## src/hdl/acr_defines.svh

```systemverilog
// register offsets, field masks, reset values and framing counts
`ifndef ACR_DEFINES_SVH
`define ACR_DEFINES_SVH

`define ACR_ADDR_GLOBAL    8'h00
`define ACR_ADDR_SWING     8'h01
`define ACR_ADDR_PERF_ONE  8'h03
`define ACR_ADDR_GAIN_PAT  8'h25
`define ACR_ADDR_DRIVE     8'h26
`define ACR_ADDR_FORMAT    8'h3d
`define ACR_ADDR_UPAT_HI   8'h3f
`define ACR_ADDR_UPAT_LO   8'h40
`define ACR_ADDR_IFACE     8'h41
`define ACR_ADDR_SWING_EN  8'h43
`define ACR_ADDR_PERF_TWO  8'h4a

`define ACR_NUM_REGS       11

`define ACR_MASK_GLOBAL    8'h01
`define ACR_MASK_SWING     8'hfc
`define ACR_MASK_PERF_ONE  8'h03
`define ACR_MASK_GAIN_PAT  8'hf7
`define ACR_MASK_DRIVE     8'h03
`define ACR_MASK_FORMAT    8'he0
`define ACR_MASK_UPAT_HI   8'h3f
`define ACR_MASK_UPAT_LO   8'hff
`define ACR_MASK_IFACE     8'hff
`define ACR_MASK_SWING_EN  8'h03
`define ACR_MASK_PERF_TWO  8'h01

`define ACR_RST_GAIN_PAT   8'h50
`define ACR_RST_OTHER      8'h00

`define ACR_BIT_SOFT_RESET 1
`define ACR_BIT_READBACK   0

`define ACR_FRAME_BITS     5'd16
`define ACR_ADDR_BITS      5'd8

`define ACR_PAT_NORMAL     3'h0
`define ACR_PAT_ZEROS      3'h1
`define ACR_PAT_ONES       3'h2
`define ACR_PAT_TOGGLE     3'h3
`define ACR_PAT_RAMP       3'h4
`define ACR_PAT_USER       3'h5

`define ACR_TOGGLE_A       14'h1555
`define ACR_TOGGLE_B       14'h2aaa
`define ACR_MASK_WIDE      14'h3fff
`define ACR_MASK_NARROW    14'h0fff
`define ACR_GAIN_ZERO_DB   4'h5
`define ACR_SWING_ON       2'h3
`define ACR_FMT_TWOS       2'h2
`define ACR_FMT_OFFSET     2'h3
`define ACR_IF_LVDS        2'h1
`define ACR_IF_CMOS        2'h3

`endif

```

## src/hdl/acr_pkg.sv

```systemverilog
// types shared by the converter configuration bank
package acr_pkg;

    typedef enum logic [0:0] {
        ACR_SP_IDLE,
        ACR_SP_SHIFT
    } acr_sp_e;

    typedef struct packed {
        logic [5:0] swing_code;
        logic       clock_driver_strength;
        logic       data_driver_strength;
        logic [1:0] perf_boost_one;
        logic       perf_boost_two;
        logic [3:0] gain_code;
        logic [3:0] gain_half_db;
        logic       twos_complement;
        logic       offset_cancel_enable;
        logic       lvds_select;
        logic [1:0] parallel_clock_drive;
        logic       clock_rise_adjust_enable;
    } acr_cfg_s;

endpackage : acr_pkg

```

## src/hdl/acr_bank.sv

```systemverilog
// configuration register bank with serial write/readback and pattern mux
// How it works
// - writing the reset bit restores defaults; the bit never stays set
// - readback low shows over-range on the shared pin, high shifts data
// - six-bit swing code in bits 7..2 selects the output drive level
// - swing code is applied only while the override field is enabled
// - both boost modes can only be set by serial register writes
// - four-bit gain in 0.5 dB steps, 0101 is 0 dB, 0000..0100 unused
// - pattern 000 normal data, 001 all zeros, 010 all ones
// - pattern 011 alternates 0101 and 1010 words every sample
// - pattern 100 ramps; wide every clock, narrow every fourth clock
// - pattern 101 outputs the user pattern; 110 and 111 unused
// - wide variant uses user bits 13..0, narrow uses bits 13..2
// - drive bit 1 is clock buffer strength, bit 0 data buffer strength
// - format 00 follows the format pin, 10 twos complement, 11 binary
// - format register bit 5 enables the offset cancel loop
// - interface 00/10 follow the pin, 01 forces LVDS, 11 forces CMOS
// - two-bit parallel clock drive code, 00 strongest to 11 weakest
// - interface bit 3 enables rising-edge position control
// - in readback only address zero accepts writes
`timescale 1ns/1ps
`include "acr_defines.svh"

module acr_bank #(
    parameter bit WIDE_VARIANT = 1'b1
) (
    // clock and reset
    input  wire logic             sys_clk_in,
    input  wire logic             rst_n_in,
    // serial configuration pins
    input  wire logic             ser_enable_n_in,
    input  wire logic             ser_clock_in,
    input  wire logic             ser_data_in,
    // converter side
    input  wire logic             overrange_flag_in,
    input  wire logic [13:0]      conv_data_in,
    input  wire logic             format_select_pin_in,
    // outputs
    output logic                  overrange_serial_out_pin_out,
    output logic [13:0]           sample_data_out,
    output acr_pkg::acr_cfg_s     cfg_out
);
    import acr_pkg::*;

    // pin synchronisers: first stage read only by second
    logic       fmt_meta_reg, fmt_sync_reg;
    logic       sclk_meta_reg, sclk_sync_reg, sen_n_meta_reg, sen_n_sync_reg;
    logic       sdat_meta_reg, sdat_sync_reg;
    logic       sclk_old_reg;

    always_ff @(posedge sys_clk_in) begin
        if (!rst_n_in) begin
            sclk_meta_reg  <= 1'b0;
            sclk_sync_reg  <= 1'b0;
            sclk_old_reg   <= 1'b0;
            sen_n_meta_reg <= 1'b1;
            sen_n_sync_reg <= 1'b1;
            sdat_meta_reg  <= 1'b0;
            sdat_sync_reg  <= 1'b0;
            fmt_meta_reg   <= 1'b0;
            fmt_sync_reg   <= 1'b0;
        end else begin
            sclk_meta_reg  <= ser_clock_in;
            sclk_sync_reg  <= sclk_meta_reg;
            sclk_old_reg   <= sclk_sync_reg;
            sen_n_meta_reg <= ser_enable_n_in;
            sen_n_sync_reg <= sen_n_meta_reg;
            sdat_meta_reg  <= ser_data_in;
            sdat_sync_reg  <= sdat_meta_reg;
            fmt_meta_reg   <= format_select_pin_in;
            fmt_sync_reg   <= fmt_meta_reg;
        end
    end

    logic sclk_rise;
    assign sclk_rise = sclk_sync_reg & ~sclk_old_reg & ~sen_n_sync_reg;

    // register storage, one slot per mapped address
    localparam logic [7:0] ADDR_TAB [`ACR_NUM_REGS] = '{
        `ACR_ADDR_GLOBAL, `ACR_ADDR_SWING, `ACR_ADDR_PERF_ONE,
        `ACR_ADDR_GAIN_PAT, `ACR_ADDR_DRIVE, `ACR_ADDR_FORMAT,
        `ACR_ADDR_UPAT_HI, `ACR_ADDR_UPAT_LO, `ACR_ADDR_IFACE,
        `ACR_ADDR_SWING_EN, `ACR_ADDR_PERF_TWO};
    localparam logic [7:0] MASK_TAB [`ACR_NUM_REGS] = '{
        `ACR_MASK_GLOBAL, `ACR_MASK_SWING, `ACR_MASK_PERF_ONE,
        `ACR_MASK_GAIN_PAT, `ACR_MASK_DRIVE, `ACR_MASK_FORMAT,
        `ACR_MASK_UPAT_HI, `ACR_MASK_UPAT_LO, `ACR_MASK_IFACE,
        `ACR_MASK_SWING_EN, `ACR_MASK_PERF_TWO};
    localparam logic [7:0] RST_TAB [`ACR_NUM_REGS] = '{
        `ACR_RST_OTHER, `ACR_RST_OTHER, `ACR_RST_OTHER,
        `ACR_RST_GAIN_PAT, `ACR_RST_OTHER, `ACR_RST_OTHER,
        `ACR_RST_OTHER, `ACR_RST_OTHER, `ACR_RST_OTHER,
        `ACR_RST_OTHER, `ACR_RST_OTHER};

    logic [7:0] regs_reg  [`ACR_NUM_REGS];
    logic [7:0] regs_next [`ACR_NUM_REGS];

    // serial frame state
    acr_sp_e    sp_state_reg, sp_state_next;
    logic [4:0] bit_cnt_reg, bit_cnt_next;
    logic [15:0] frame_reg, frame_next;
    logic [7:0] rd_shift_reg, rd_shift_next;
    logic       wr_commit;
    logic [15:0] frame_full;
    logic [7:0] rd_value;
    logic       readback_on;

    assign readback_on = regs_reg[0][`ACR_BIT_READBACK];
    assign frame_full  = {frame_reg[14:0], sdat_sync_reg};

    always_comb begin
        rd_value = 8'h00;
        for (int i = 1; i < `ACR_NUM_REGS; i++) begin
            if (frame_full[7:0] == ADDR_TAB[i]) begin
                rd_value = regs_reg[i];
            end
        end
    end

    always_comb begin
        sp_state_next = sp_state_reg;
        bit_cnt_next  = bit_cnt_reg;
        frame_next    = frame_reg;
        rd_shift_next = rd_shift_reg;
        wr_commit     = 1'b0;
        case (sp_state_reg)
            ACR_SP_IDLE: begin
                bit_cnt_next = 5'd0;
                if (!sen_n_sync_reg) begin
                    sp_state_next = ACR_SP_SHIFT;
                end
            end
            ACR_SP_SHIFT: begin
                if (sen_n_sync_reg) begin
                    sp_state_next = ACR_SP_IDLE;
                end else if (sclk_rise) begin
                    frame_next   = frame_full;
                    bit_cnt_next = bit_cnt_reg + 5'd1;
                    if (bit_cnt_reg + 5'd1 == `ACR_ADDR_BITS) begin
                        rd_shift_next = rd_value;
                    end else begin
                        rd_shift_next = {rd_shift_reg[6:0], 1'b0};
                    end
                    if (bit_cnt_reg + 5'd1 == `ACR_FRAME_BITS) begin
                        wr_commit     = 1'b1;
                        sp_state_next = ACR_SP_IDLE;
                    end
                end
            end
            default: sp_state_next = ACR_SP_IDLE;
        endcase
    end

    logic [7:0] wr_addr, wr_data;
    assign wr_addr = frame_full[15:8];
    assign wr_data = frame_full[7:0];

    always_comb begin
        for (int i = 0; i < `ACR_NUM_REGS; i++) begin
            regs_next[i] = regs_reg[i];
        end
        if (wr_commit) begin
            if (wr_addr == `ACR_ADDR_GLOBAL &&
                wr_data[`ACR_BIT_SOFT_RESET]) begin
                // reset bit is never stored, so it reads back zero
                for (int i = 0; i < `ACR_NUM_REGS; i++) begin
                    regs_next[i] = RST_TAB[i];
                end
            end else begin
                for (int i = 0; i < `ACR_NUM_REGS; i++) begin
                    // boost fields reach only through this path
                    if (wr_addr == ADDR_TAB[i] &&
                        (!readback_on || i == 0)) begin
                        regs_next[i] = wr_data & MASK_TAB[i];
                    end
                end
            end
        end
    end

    always_ff @(posedge sys_clk_in) begin
        if (!rst_n_in) begin
            sp_state_reg <= ACR_SP_IDLE;
            bit_cnt_reg  <= 5'd0;
            frame_reg    <= 16'h0000;
            rd_shift_reg <= 8'h00;
            for (int i = 0; i < `ACR_NUM_REGS; i++) begin
                regs_reg[i] <= RST_TAB[i];
            end
        end else begin
            sp_state_reg <= sp_state_next;
            bit_cnt_reg  <= bit_cnt_next;
            frame_reg    <= frame_next;
            rd_shift_reg <= rd_shift_next;
            for (int i = 0; i < `ACR_NUM_REGS; i++) begin
                regs_reg[i] <= regs_next[i];
            end
        end
    end

    // shared pin: over-range or serial readback
    logic pin_next, pin_reg;
    always_comb begin
        pin_next = readback_on ? rd_shift_reg[7]
                               : overrange_flag_in;
    end

    // decoded configuration
    acr_cfg_s cfg_next, cfg_reg;
    logic [1:0] fmt_code, if_code;
    assign fmt_code = regs_reg[5][7:6];
    assign if_code  = regs_reg[8][7:6];

    always_comb begin
        cfg_next = '0;
        if (regs_reg[9][1:0] == `ACR_SWING_ON) begin
            cfg_next.swing_code = regs_reg[1][7:2];
        end
        cfg_next.clock_driver_strength = regs_reg[4][1];
        cfg_next.data_driver_strength  = regs_reg[4][0];
        cfg_next.perf_boost_one = regs_reg[2][1:0];
        cfg_next.perf_boost_two = regs_reg[10][0];
        cfg_next.gain_code = regs_reg[3][7:4];
        // unused low codes clamp to 0 dB rather than wrap
        if (regs_reg[3][7:4] > `ACR_GAIN_ZERO_DB) begin
            cfg_next.gain_half_db = regs_reg[3][7:4] - `ACR_GAIN_ZERO_DB;
        end
        case (fmt_code)
            `ACR_FMT_TWOS:   cfg_next.twos_complement = 1'b1;
            `ACR_FMT_OFFSET: cfg_next.twos_complement = 1'b0;
            default:         cfg_next.twos_complement = fmt_sync_reg;
        endcase
        cfg_next.offset_cancel_enable = regs_reg[5][5];
        case (if_code)
            `ACR_IF_LVDS: cfg_next.lvds_select = 1'b1;
            `ACR_IF_CMOS: cfg_next.lvds_select = 1'b0;
            default:      cfg_next.lvds_select = fmt_sync_reg;
        endcase
        cfg_next.parallel_clock_drive = regs_reg[8][5:4];
        cfg_next.clock_rise_adjust_enable = regs_reg[8][3];
    end

    // output data source
    localparam logic [13:0] WMASK =
        WIDE_VARIANT ? `ACR_MASK_WIDE : `ACR_MASK_NARROW;
    logic [2:0]  pat_sel;
    logic [13:0] user_pat, data_next, data_reg, ramp_reg, ramp_next;
    logic [13:0] norm_data;
    logic        tog_reg, tog_next;
    logic [1:0]  div_reg, div_next;

    assign pat_sel  = regs_reg[3][2:0];
    assign user_pat = {regs_reg[6][5:0], regs_reg[7]};

    always_comb begin
        tog_next  = ~tog_reg;
        div_next  = div_reg + 2'd1;
        ramp_next = ramp_reg;
        if (pat_sel != `ACR_PAT_RAMP) begin
            ramp_next = 14'h0000;
            div_next  = 2'd0;
        end else if (WIDE_VARIANT || div_reg == 2'd3) begin
            ramp_next = (ramp_reg + 14'd1) & WMASK;
        end
        norm_data = conv_data_in & WMASK;
        if (cfg_reg.twos_complement) begin
            norm_data = norm_data ^ (WMASK & ~(WMASK >> 1));
        end
        case (pat_sel)
            `ACR_PAT_NORMAL: data_next = norm_data;
            `ACR_PAT_ZEROS:  data_next = 14'h0000;
            `ACR_PAT_ONES:   data_next = WMASK;
            `ACR_PAT_TOGGLE: data_next = WMASK &
                (tog_reg ? `ACR_TOGGLE_B : `ACR_TOGGLE_A);
            `ACR_PAT_RAMP:   data_next = ramp_reg;
            `ACR_PAT_USER:   data_next = WIDE_VARIANT ? user_pat
                : {2'b00, user_pat[13:2]};
            default:         data_next = 14'h0000;
        endcase
    end

    always_ff @(posedge sys_clk_in) begin
        if (!rst_n_in) begin
            pin_reg  <= 1'b0;
            cfg_reg  <= '0;
            data_reg <= 14'h0000;
            ramp_reg <= 14'h0000;
            tog_reg  <= 1'b0;
            div_reg  <= 2'd0;
        end else begin
            pin_reg  <= pin_next;
            cfg_reg  <= cfg_next;
            data_reg <= data_next;
            ramp_reg <= ramp_next;
            tog_reg  <= tog_next;
            div_reg  <= div_next;
        end
    end

    assign overrange_serial_out_pin_out = pin_reg;
    assign sample_data_out = data_reg;
    assign cfg_out = cfg_reg;
endmodule : acr_bank

```

## config.mk

```make
export PLATFORM = sky130hd
export DESIGN_NAME = acr_bank
export DESIGN_NICKNAME = d
export VERILOG_FILES = /design/src/hdl/acr_pkg.sv /design/src/hdl/acr_bank.sv
export VERILOG_INCLUDE_DIRS = /design/src /design/src/hdl
export SDC_FILE = /design/constraint.sdc
export NUM_CORES = 1
export LEC_CHECK = 0
export BUFFER_PORTS_ARGS = -buffer_cell sky130_fd_sc_hd__buf_2
export CORE_MARGIN = 4
export CORE_UTILIZATION = 59
export DETAILED_ROUTE_END_ITERATION = 10
export PLACE_DENSITY = 0.8
export SLEW_MARGIN = 20
export SYNTH_ARGS = -nofsm -noshare
export SYNTH_HDL_FRONTEND = slang
export SYNTH_SLANG_ARGS = --single-unit
```

## constraint.sdc

```tcl
create_clock -name sys_clk_in -period 2.9 [get_ports sys_clk_in]
set_clock_uncertainty 0.1 [all_clocks]
set_input_delay 0.145 -clock sys_clk_in [delete_from_list [all_inputs] [get_ports sys_clk_in]]
set_output_delay 0.145 -clock sys_clk_in [all_outputs]
set_load 0.01 [all_outputs]
```

# Yosys cells after proc, flatten, opt, wreduce, memory -nomap -nowiden
# Memory sizes are Yosys's and may differ from the RTL's.
# Cells that the tools add are included.
# Widths: inputs -> output; s select.
[word_totals] regBits=93 latchBits=0 mem_bits_rw=88 romBits=0 word_cells=161 n_memories=1
[op_classes] add_sub_neg=3 n_mul=0 div=0 order_cmp=1 eq_ne=34 shift=0 mux=55 bitwise=19 n_reduce_logical=19
[mem_list] memory="regs_reg" words=11 width=8 rd=11 rd_ports_with_merged_regs=0 wr=11 line_no="acr_bank.sv:95" source="logic [7:0] regs_reg [`ACR_NUM_REGS];"
[ops] cell="$mux 8" count=33
[ops] cell="$mux 88" count=2
[ops] cell="$pmux 14 s5" count=1
[ops] cell="$eq 8x6->1 const B" count=8
[ops] cell="$eq 8x7->1 const B" count=8
[ops] cell="$mux 14" count=2
[ops] cell="$eq 8x1->1 const B" count=2
[ops] cell="$eq 8x2->1 const B" count=2
[ops] cell="$add 14x1->14 const B" count=1
[ops] cell="$logic_and 1x1->1" count=11
[ops] cell="$mux 1" count=11
[ops] cell="$or 1x1->1" count=11
[ops] cell="$mux 5" count=2
[ops] cell="$pmux 5 s2" count=1
[ops] cell="$eq 2x2->1 const B" count=4
[ops] cell="$logic_not 8->1" count=1
[ops] cell="$eq 3x2->1 const B" count=2
[ops] cell="$eq 3x3->1 const B" count=2
[ops] cell="$not 1->1" count=6
[ops] cell="$pmux 1 s2" count=3
[ops] cell="$reduce_and 2->1" count=3
[ops] cell="$add 5x1->5 const B" count=1
[ops] cell="$eq 5x4->1 const B" count=1
[ops] cell="$eq 5x5->1 const B" count=1
[ops] cell="10 further kinds" count=12

# Depth between registers and ports, before layout
# Gate-level depths: netlist (run 1).
[depth] word_depth=12 depth_mapped=8 ltp_nobuf=7

# Worst setup path before layout (run 1)
# No wires, ideal clock.
[synth_timing] path_kind="flip-flop to flip-flop" start="reg bit_cnt_reg[0]" end="mem regs_reg[1][6]" setup_time_ns=0.128 t_arrival_ns=2.126 t_required_ns=2.672 setup_slack_ns=0.547 path_stages_with_launch=9 path_buffers=1 synth_period_minus_slack_ns=2.353 path_cell_list="dfxtp_1 ha_1 or2_2 o21ai_0 a31oi_1 buf_2 a211oi_4 mux2i_1 nor2_1"
[synth_rtl] item="start: declaration" line_no="acr_bank.sv:100" source="logic [4:0] bit_cnt_reg, bit_cnt_next;"
[synth_rtl] item="start signal: assignment" line_no="acr_bank.sv:192" source="bit_cnt_reg <= bit_cnt_next;"
[synth_rtl] item="end: declaration" line_no="acr_bank.sv:95"

==> flow_summary.toml, run 1 <==
[route]
wl_um = 16600
first_iter_violations = 522
first_pass_iters = 5
avgViaCountPerCell = 5.87
wl_per_cell_um = 18.1
drc = 0
vias = 5385
postRouteAntennaNets = 0

[worst_hold_path]
whs_path_depth = 4
min_to = "sample_data_out[13]$_SDFF_PN0_"
min_path_type = "in -> reg"
min_from = "conv_data_in[13]"

[power_and_ir_drop]
p_leak_nw = 2.75
power_mw = 4.32
cellPowerDensity_nw_per_um2 = 588
max-vdd-ir-drop_mv = 0.454

[clock_tree]
holdBufCountCts = 19
cts.clk_slew.worst_paths_ns = 0.06
insertion_delay_ns = 0.54
clkSinkCount = 139
numCtsBuffers = 17
cts_max_path_buffers = 2
ctsResizeCount = 0
h-tree-depth = 4
post_cts_buffers = 0
cts_tree = "yes"
root_buffer = "clkbuf_8"

[timing]
period_needed_ns = 2.66
finalHoldViolCount = 0
drv_slew = 0
fmax_mhz = 376
tightest_slew_ns = 0.909
post-route-worst-setup-slack_ns = 0.241
period_share_pct = 91.7
grt_setup_unrepaired = "no"
fin_hold_ws_ns = 0.0116
tns_ns = 0
finalSetupViolations = 0
slew-limit-headroom_pct = 39.4

[floorplanning]
dieHeight_um = 110
dieWidth_um = 110
die-area_um2 = 12000
ios = 61
initial_core_util_pct = 61.6
core.rowCount = 36
core_area_um2 = 9910

[grt]
grt_pass1_wl_um = 26600
antenna_found_initial = 0
grt_overflow = 0
grt_usage_pct = 29.1
grt_start_max_net_pins = 68
grt_pass1_vias = 5131

[critical_path]
crit_buf_inv = 0
crit_fanout = 8
timing.rr.start = "bit_cnt_reg[0]$_SDFFE_PN0P_"
r2r_cells = 7
crit_chain = "ha_1, or2_2, o21ai_0, a31oi_2, a211oi_4, mux2i_1, nor2_1"
cp_slowest_cell = "a211oi_4"
start_kind = "register"
worst_path_dominant_cell_family = "compound AO/OA/AOI/OAI gates"
r2r_setup_slack_ns = 0.24
cp_data_required_time_ns = 3.19
cp_slowest_stage_delay_ns = 0.71
crit_type = "reg -> reg"
endpoint_kind = "register"
cp_data_arrival_time_ns = 2.95
worstReg2RegEnd = "regs_reg[8][2]$_SDFFE_PN0P_"

[final_layout]
fin_nets = 796
final_common_cell = "dfxtp_1"
final_cell_mix = "139 x dfxtp_1, 110 x nor2_1, 75 x nand2_1"
area.growth.synth_to_final_pct = 20.6
final_util_pct = 74.3
fill_cells = 734
largest_reg_flops = 46
drive_above_1_share_pct = 16.5
stdcell_count = 917
final_area_um2 = 7360

[placement]
globalplace.congestion = 0.921
post-place-ws_ns = 0.242
numPortBuffers = 60
placedCellCount = 865
dpl_cell_area_um2 = 6550
dp_hpwl_um = 11500

[yosys]
synth_edf_count = 0
synthFlopType = "dfxtp_1"
ys_seq_area_share_pct = 45.6
ys_ff_latch = 139
yosysWarnings = 0
ys_async_sr_fraction_pct = 0
syn_avg_cell_area_um2 = 8.77
netlist-cell-type-count = 58
syn-instance-count = 696
synthesis.area_um2 = 6100
syn-num-nets = 722

[job]
cap_violations = 0

[outcome]
outcome = "completed"
-- worst register-to-register path: cells and delay by family (launching register included) --
kind | cells | cell delay [ns]
flip-flops | 1 | 0.35
AND/OR/NAND/NOR | 2 | 0.37
AO/OA/AOI/OAI | 3 | 1.18
multiplexers | 1 | 0.26
adder cells (fa/ha/maj) | 1 | 0.27
-- final cells by class --
| type | instances | area [µm²] | share of cell area, % |
|---|---|---|---|
| Antenna cell | 1 | 2.50 | 0.0340 |
| Clock buffer | 20 | 445 | 6.05 |
| Clock inverter | 12 | 170 | 2.31 |
| Inverter | 12 | 46.3 | 0.629 |
| Multi-Input combinational cell | 503 | 3120 | 42.4 |
| Sequential cell | 139 | 2780 | 37.8 |
| Tap cell | 133 | 166 | 2.26 |
| Timing Repair Buffer | 97 | 626 | 8.50 |
-- worst max-delay path by stage --
stage	from	to	depth (start not counted)
2_1_floorplan	bit_cnt_reg[0]$_SDFFE_PN0P_	regs_reg[1][6]$_SDFFE_PN0P_	8
3_3_place_gp	bit_cnt_reg[0]$_SDFFE_PN0P_	regs_reg[8][5]$_SDFFE_PN0P_	7
3_5_place_dp	bit_cnt_reg[0]$_SDFFE_PN0P_	regs_reg[8][2]$_SDFFE_PN0P_	7
4_1_cts	bit_cnt_reg[0]$_SDFFE_PN0P_	regs_reg[8][2]$_SDFFE_PN0P_	7
5_1_grt	bit_cnt_reg[0]$_SDFFE_PN0P_	regs_reg[8][2]$_SDFFE_PN0P_	7
6_report	bit_cnt_reg[0]$_SDFFE_PN0P_	regs_reg[8][2]$_SDFFE_PN0P_	7
-- synth_stat cells (12+ instances only) --
library cell	number	area (µm²)
mux2i_1	52	521
nor3_1	12	60.1
a21oi_1	36	180
a22oi_1	14	105
o21ai_0	18	90.1
inv_1	12	45.0
a211oi_1	15	113
nor2_1	110	413
clkbuf_1	38	143
nor4_1	12	75.1
dfxtp_1	139	2780
nand2_1	75	282
and2_1	35	219
-- routing by layer --
layer	track usage [%]	up-vias	wire (µm)
met1	38.6	2520	7240
met5	0	-	0
li1	-	2560	-
met4	12.6	0	482
met3	7.28	46	1290
met2	45.3	259	7620
-- where the power goes --
| group | internal (mW) | switching (mW) | total (mW) |
|---|---|---|---|
| Sequential | 1.93 | 0.00671 | 1.94 |
| Combinational | 0.0585 | 0.0747 | 0.133 |
| Clock | 1.44 | 0.819 | 2.25 |
-- kinds of logic after synthesis --
kind of cell | share of synthesized area, %
AOI/OAI and AO/OA | 14.6
xor gates and xnor gates | 2.30
adders and majority gates | 1.03
buffers and inverters | 3.38
DFF | 45.6
muxes | 8.90
and+or+nand+nor | 24.2
Note: power is estimated with default switching activity, not from simulation.
==> run 2, diff against run 1 <==
--- a/config.mk
+++ b/config.mk
@@ -10,7 +10,7 @@
 export CORE_MARGIN = 4
 export CORE_UTILIZATION = 59
 export DETAILED_ROUTE_END_ITERATION = 10
-export PLACE_DENSITY = 0.8
+export PLACE_DENSITY = 0.79
 export SLEW_MARGIN = 20
 export SYNTH_ARGS = -nofsm -noshare
 export SYNTH_HDL_FRONTEND = slang
==> constraint.sdc (replaced) <==
create_clock -name sys_clk_in -period 2.9 [get_ports sys_clk_in]
set_clock_uncertainty 0.1 [all_clocks]
set_input_delay 0.435 -clock sys_clk_in [delete_from_list [all_inputs] [get_ports sys_clk_in]]
set_output_delay 0.435 -clock sys_clk_in [all_outputs]
set_load 0.01 [all_outputs]
==> flow_summary.toml, run 2 (same netlist as run 1, synthesis figures left out) <==
[floorplanning]
die-area_um2 = 12000
dieHeight_um = 110
core_area_um2 = 9910
ios = 61
initial_core_util_pct = 61.6
dieWidth_um = 110
core.rowCount = 36

[final_layout]
final_area_um2 = 7150
final_cell_mix = "139 x dfxtp_1, 110 x nor2_1, 75 x nand2_1"
n_antenna_cell = 0
drive_above_1_share_pct = 16.3
final_util_pct = 72.1
area.growth.synth_to_final_pct = 17.1
fill_cells = 767
fin_nets = 775
largest_reg_flops = 46
stdcell_count = 895
final_common_cell = "dfxtp_1"

[clock_tree]
cts.clk_slew.worst_paths_ns = 0.06
cts_tree = "yes"
clkSinkCount = 139
numCtsBuffers = 17
cts_max_path_buffers = 2
ctsResizeCount = 0
insertion_delay_ns = 0.53
post_cts_buffers = 0
root_buffer = "clkbuf_8"
h-tree-depth = 4

[route]
postRouteAntennaNets = 0
wl_per_cell_um = 18.8
avgViaCountPerCell = 5.90
first_iter_violations = 412
vias = 5284
first_pass_iters = 5
wl_um = 16800
drc = 0

[timing]
period_share_pct = 94.0
slew-limit-headroom_pct = 33.3
fmax_mhz = 367
post-route-worst-setup-slack_ns = 0.173
drv_slew = 0
tns_ns = 0
grt_setup_unrepaired = "no"
finalHoldViolCount = 0
finalSetupViolations = 0
tightest_slew_ns = 0.997
period_needed_ns = 2.73
fin_hold_ws_ns = 0.0235

[critical_path]
cp_data_arrival_time_ns = 3.02
cp_data_required_time_ns = 3.19
crit_type = "reg -> reg"
start_kind = "register"
crit_buf_inv = 0
crit_fanout = 11
cp_slowest_cell = "a211oi_4"
crit_chain = "ha_1, or2_2, o21ai_0, a31oi_2, a211oi_4, mux2i_1, nor2_1"
path_depth = 7
cp_slowest_stage_delay_ns = 0.70
endpoint_kind = "register"
worst_path_dominant_cell_family = "compound AO/OA/AOI/OAI gates"
r2r_cells = 7
r2r_setup_slack_ns = 0.17

[placement]
dp_hpwl_um = 11900
numPortBuffers = 60
post-place-ws_ns = 0.196
placedCellCount = 861
dpl_cell_area_um2 = 6530
globalplace.congestion = 0.964

[power_and_ir_drop]
power_mw = 4.21
p_leak_nw = 2.65
cellPowerDensity_nw_per_um2 = 589
max-vdd-ir-drop_mv = 0.507

[job]
cap_violations = 0

[grt]
grt_pass1_vias = 5048
grt_overflow = 0
grt_start_max_net_pins = 38
antenna_found_initial = 0
grt_usage_pct = 29.4
grt_pass1_wl_um = 26600

[worst_hold_path]
whs_path_depth = 2
min_path_type = "in -> reg"

[outcome]
outcome = "completed"
## run 2: changes by cell type in the layout (fill, tap and decap cells not counted), moves of 2 or more
cell,before,now
inv_6,0,3
clkinv_2,5,1
dlygate4sd3_1,19,2
buf_4,18,13
clkinv_4,0,2
## run 2: timing repair
action	in CTS	in global routing
endpoints found under the setup margin	0	1
hold endpoints to repair	2	0
hold buffers	2	0
## run 2: worst paths after layout
| path | to | from |
|---|---|---|
| worst max-delay path | regs_reg[7][5]$_SDFFE_PN0P_ | bit_cnt_reg[0]$_SDFFE_PN0P_ |
| worst min-delay path | sclk_meta_reg$_SDFF_PN0_ | ser_clock_in |
| worst max register to register | regs_reg[7][5]$_SDFFE_PN0P_ | bit_cnt_reg[0]$_SDFFE_PN0P_ |
| worst min register to register | sen_n_sync_reg$_SDFF_PN1_ | sen_n_meta_reg$_SDFF_PN1_ |
## run 2: report_power, final
part	internal, mW	switching, mW	total (mW)	leakage [nW]
sequential	1.93	0.00682	1.94	1.13
combinational	0.0454	0.0704	0.116	1.24
clock	1.34	0.819	2.16	0.282
## run 2: routing by layer
metal	global-route usage, %	up-vias	wire length [µm]
met2	45.9	234	7730
met3	7.22	27	1360
li1	-	2518	-
met1	39.7	2505	7380
met4	10.2	0	326
met5	0	-	0
## run 2: area by class of cell
| type | instances | area [µm²] | area share [%] |
|---|---|---|---|
| clock inverters | 12 | 161 | 2.26 |
| multi-input cells | 503 | 3120 | 43.6 |
| repair buffers | 76 | 438 | 6.13 |
| clock buffers | 20 | 435 | 6.09 |
| inverters | 12 | 45.0 | 0.630 |
| flip-flops and latches | 139 | 2780 | 38.9 |
| well taps | 133 | 166 | 2.33 |
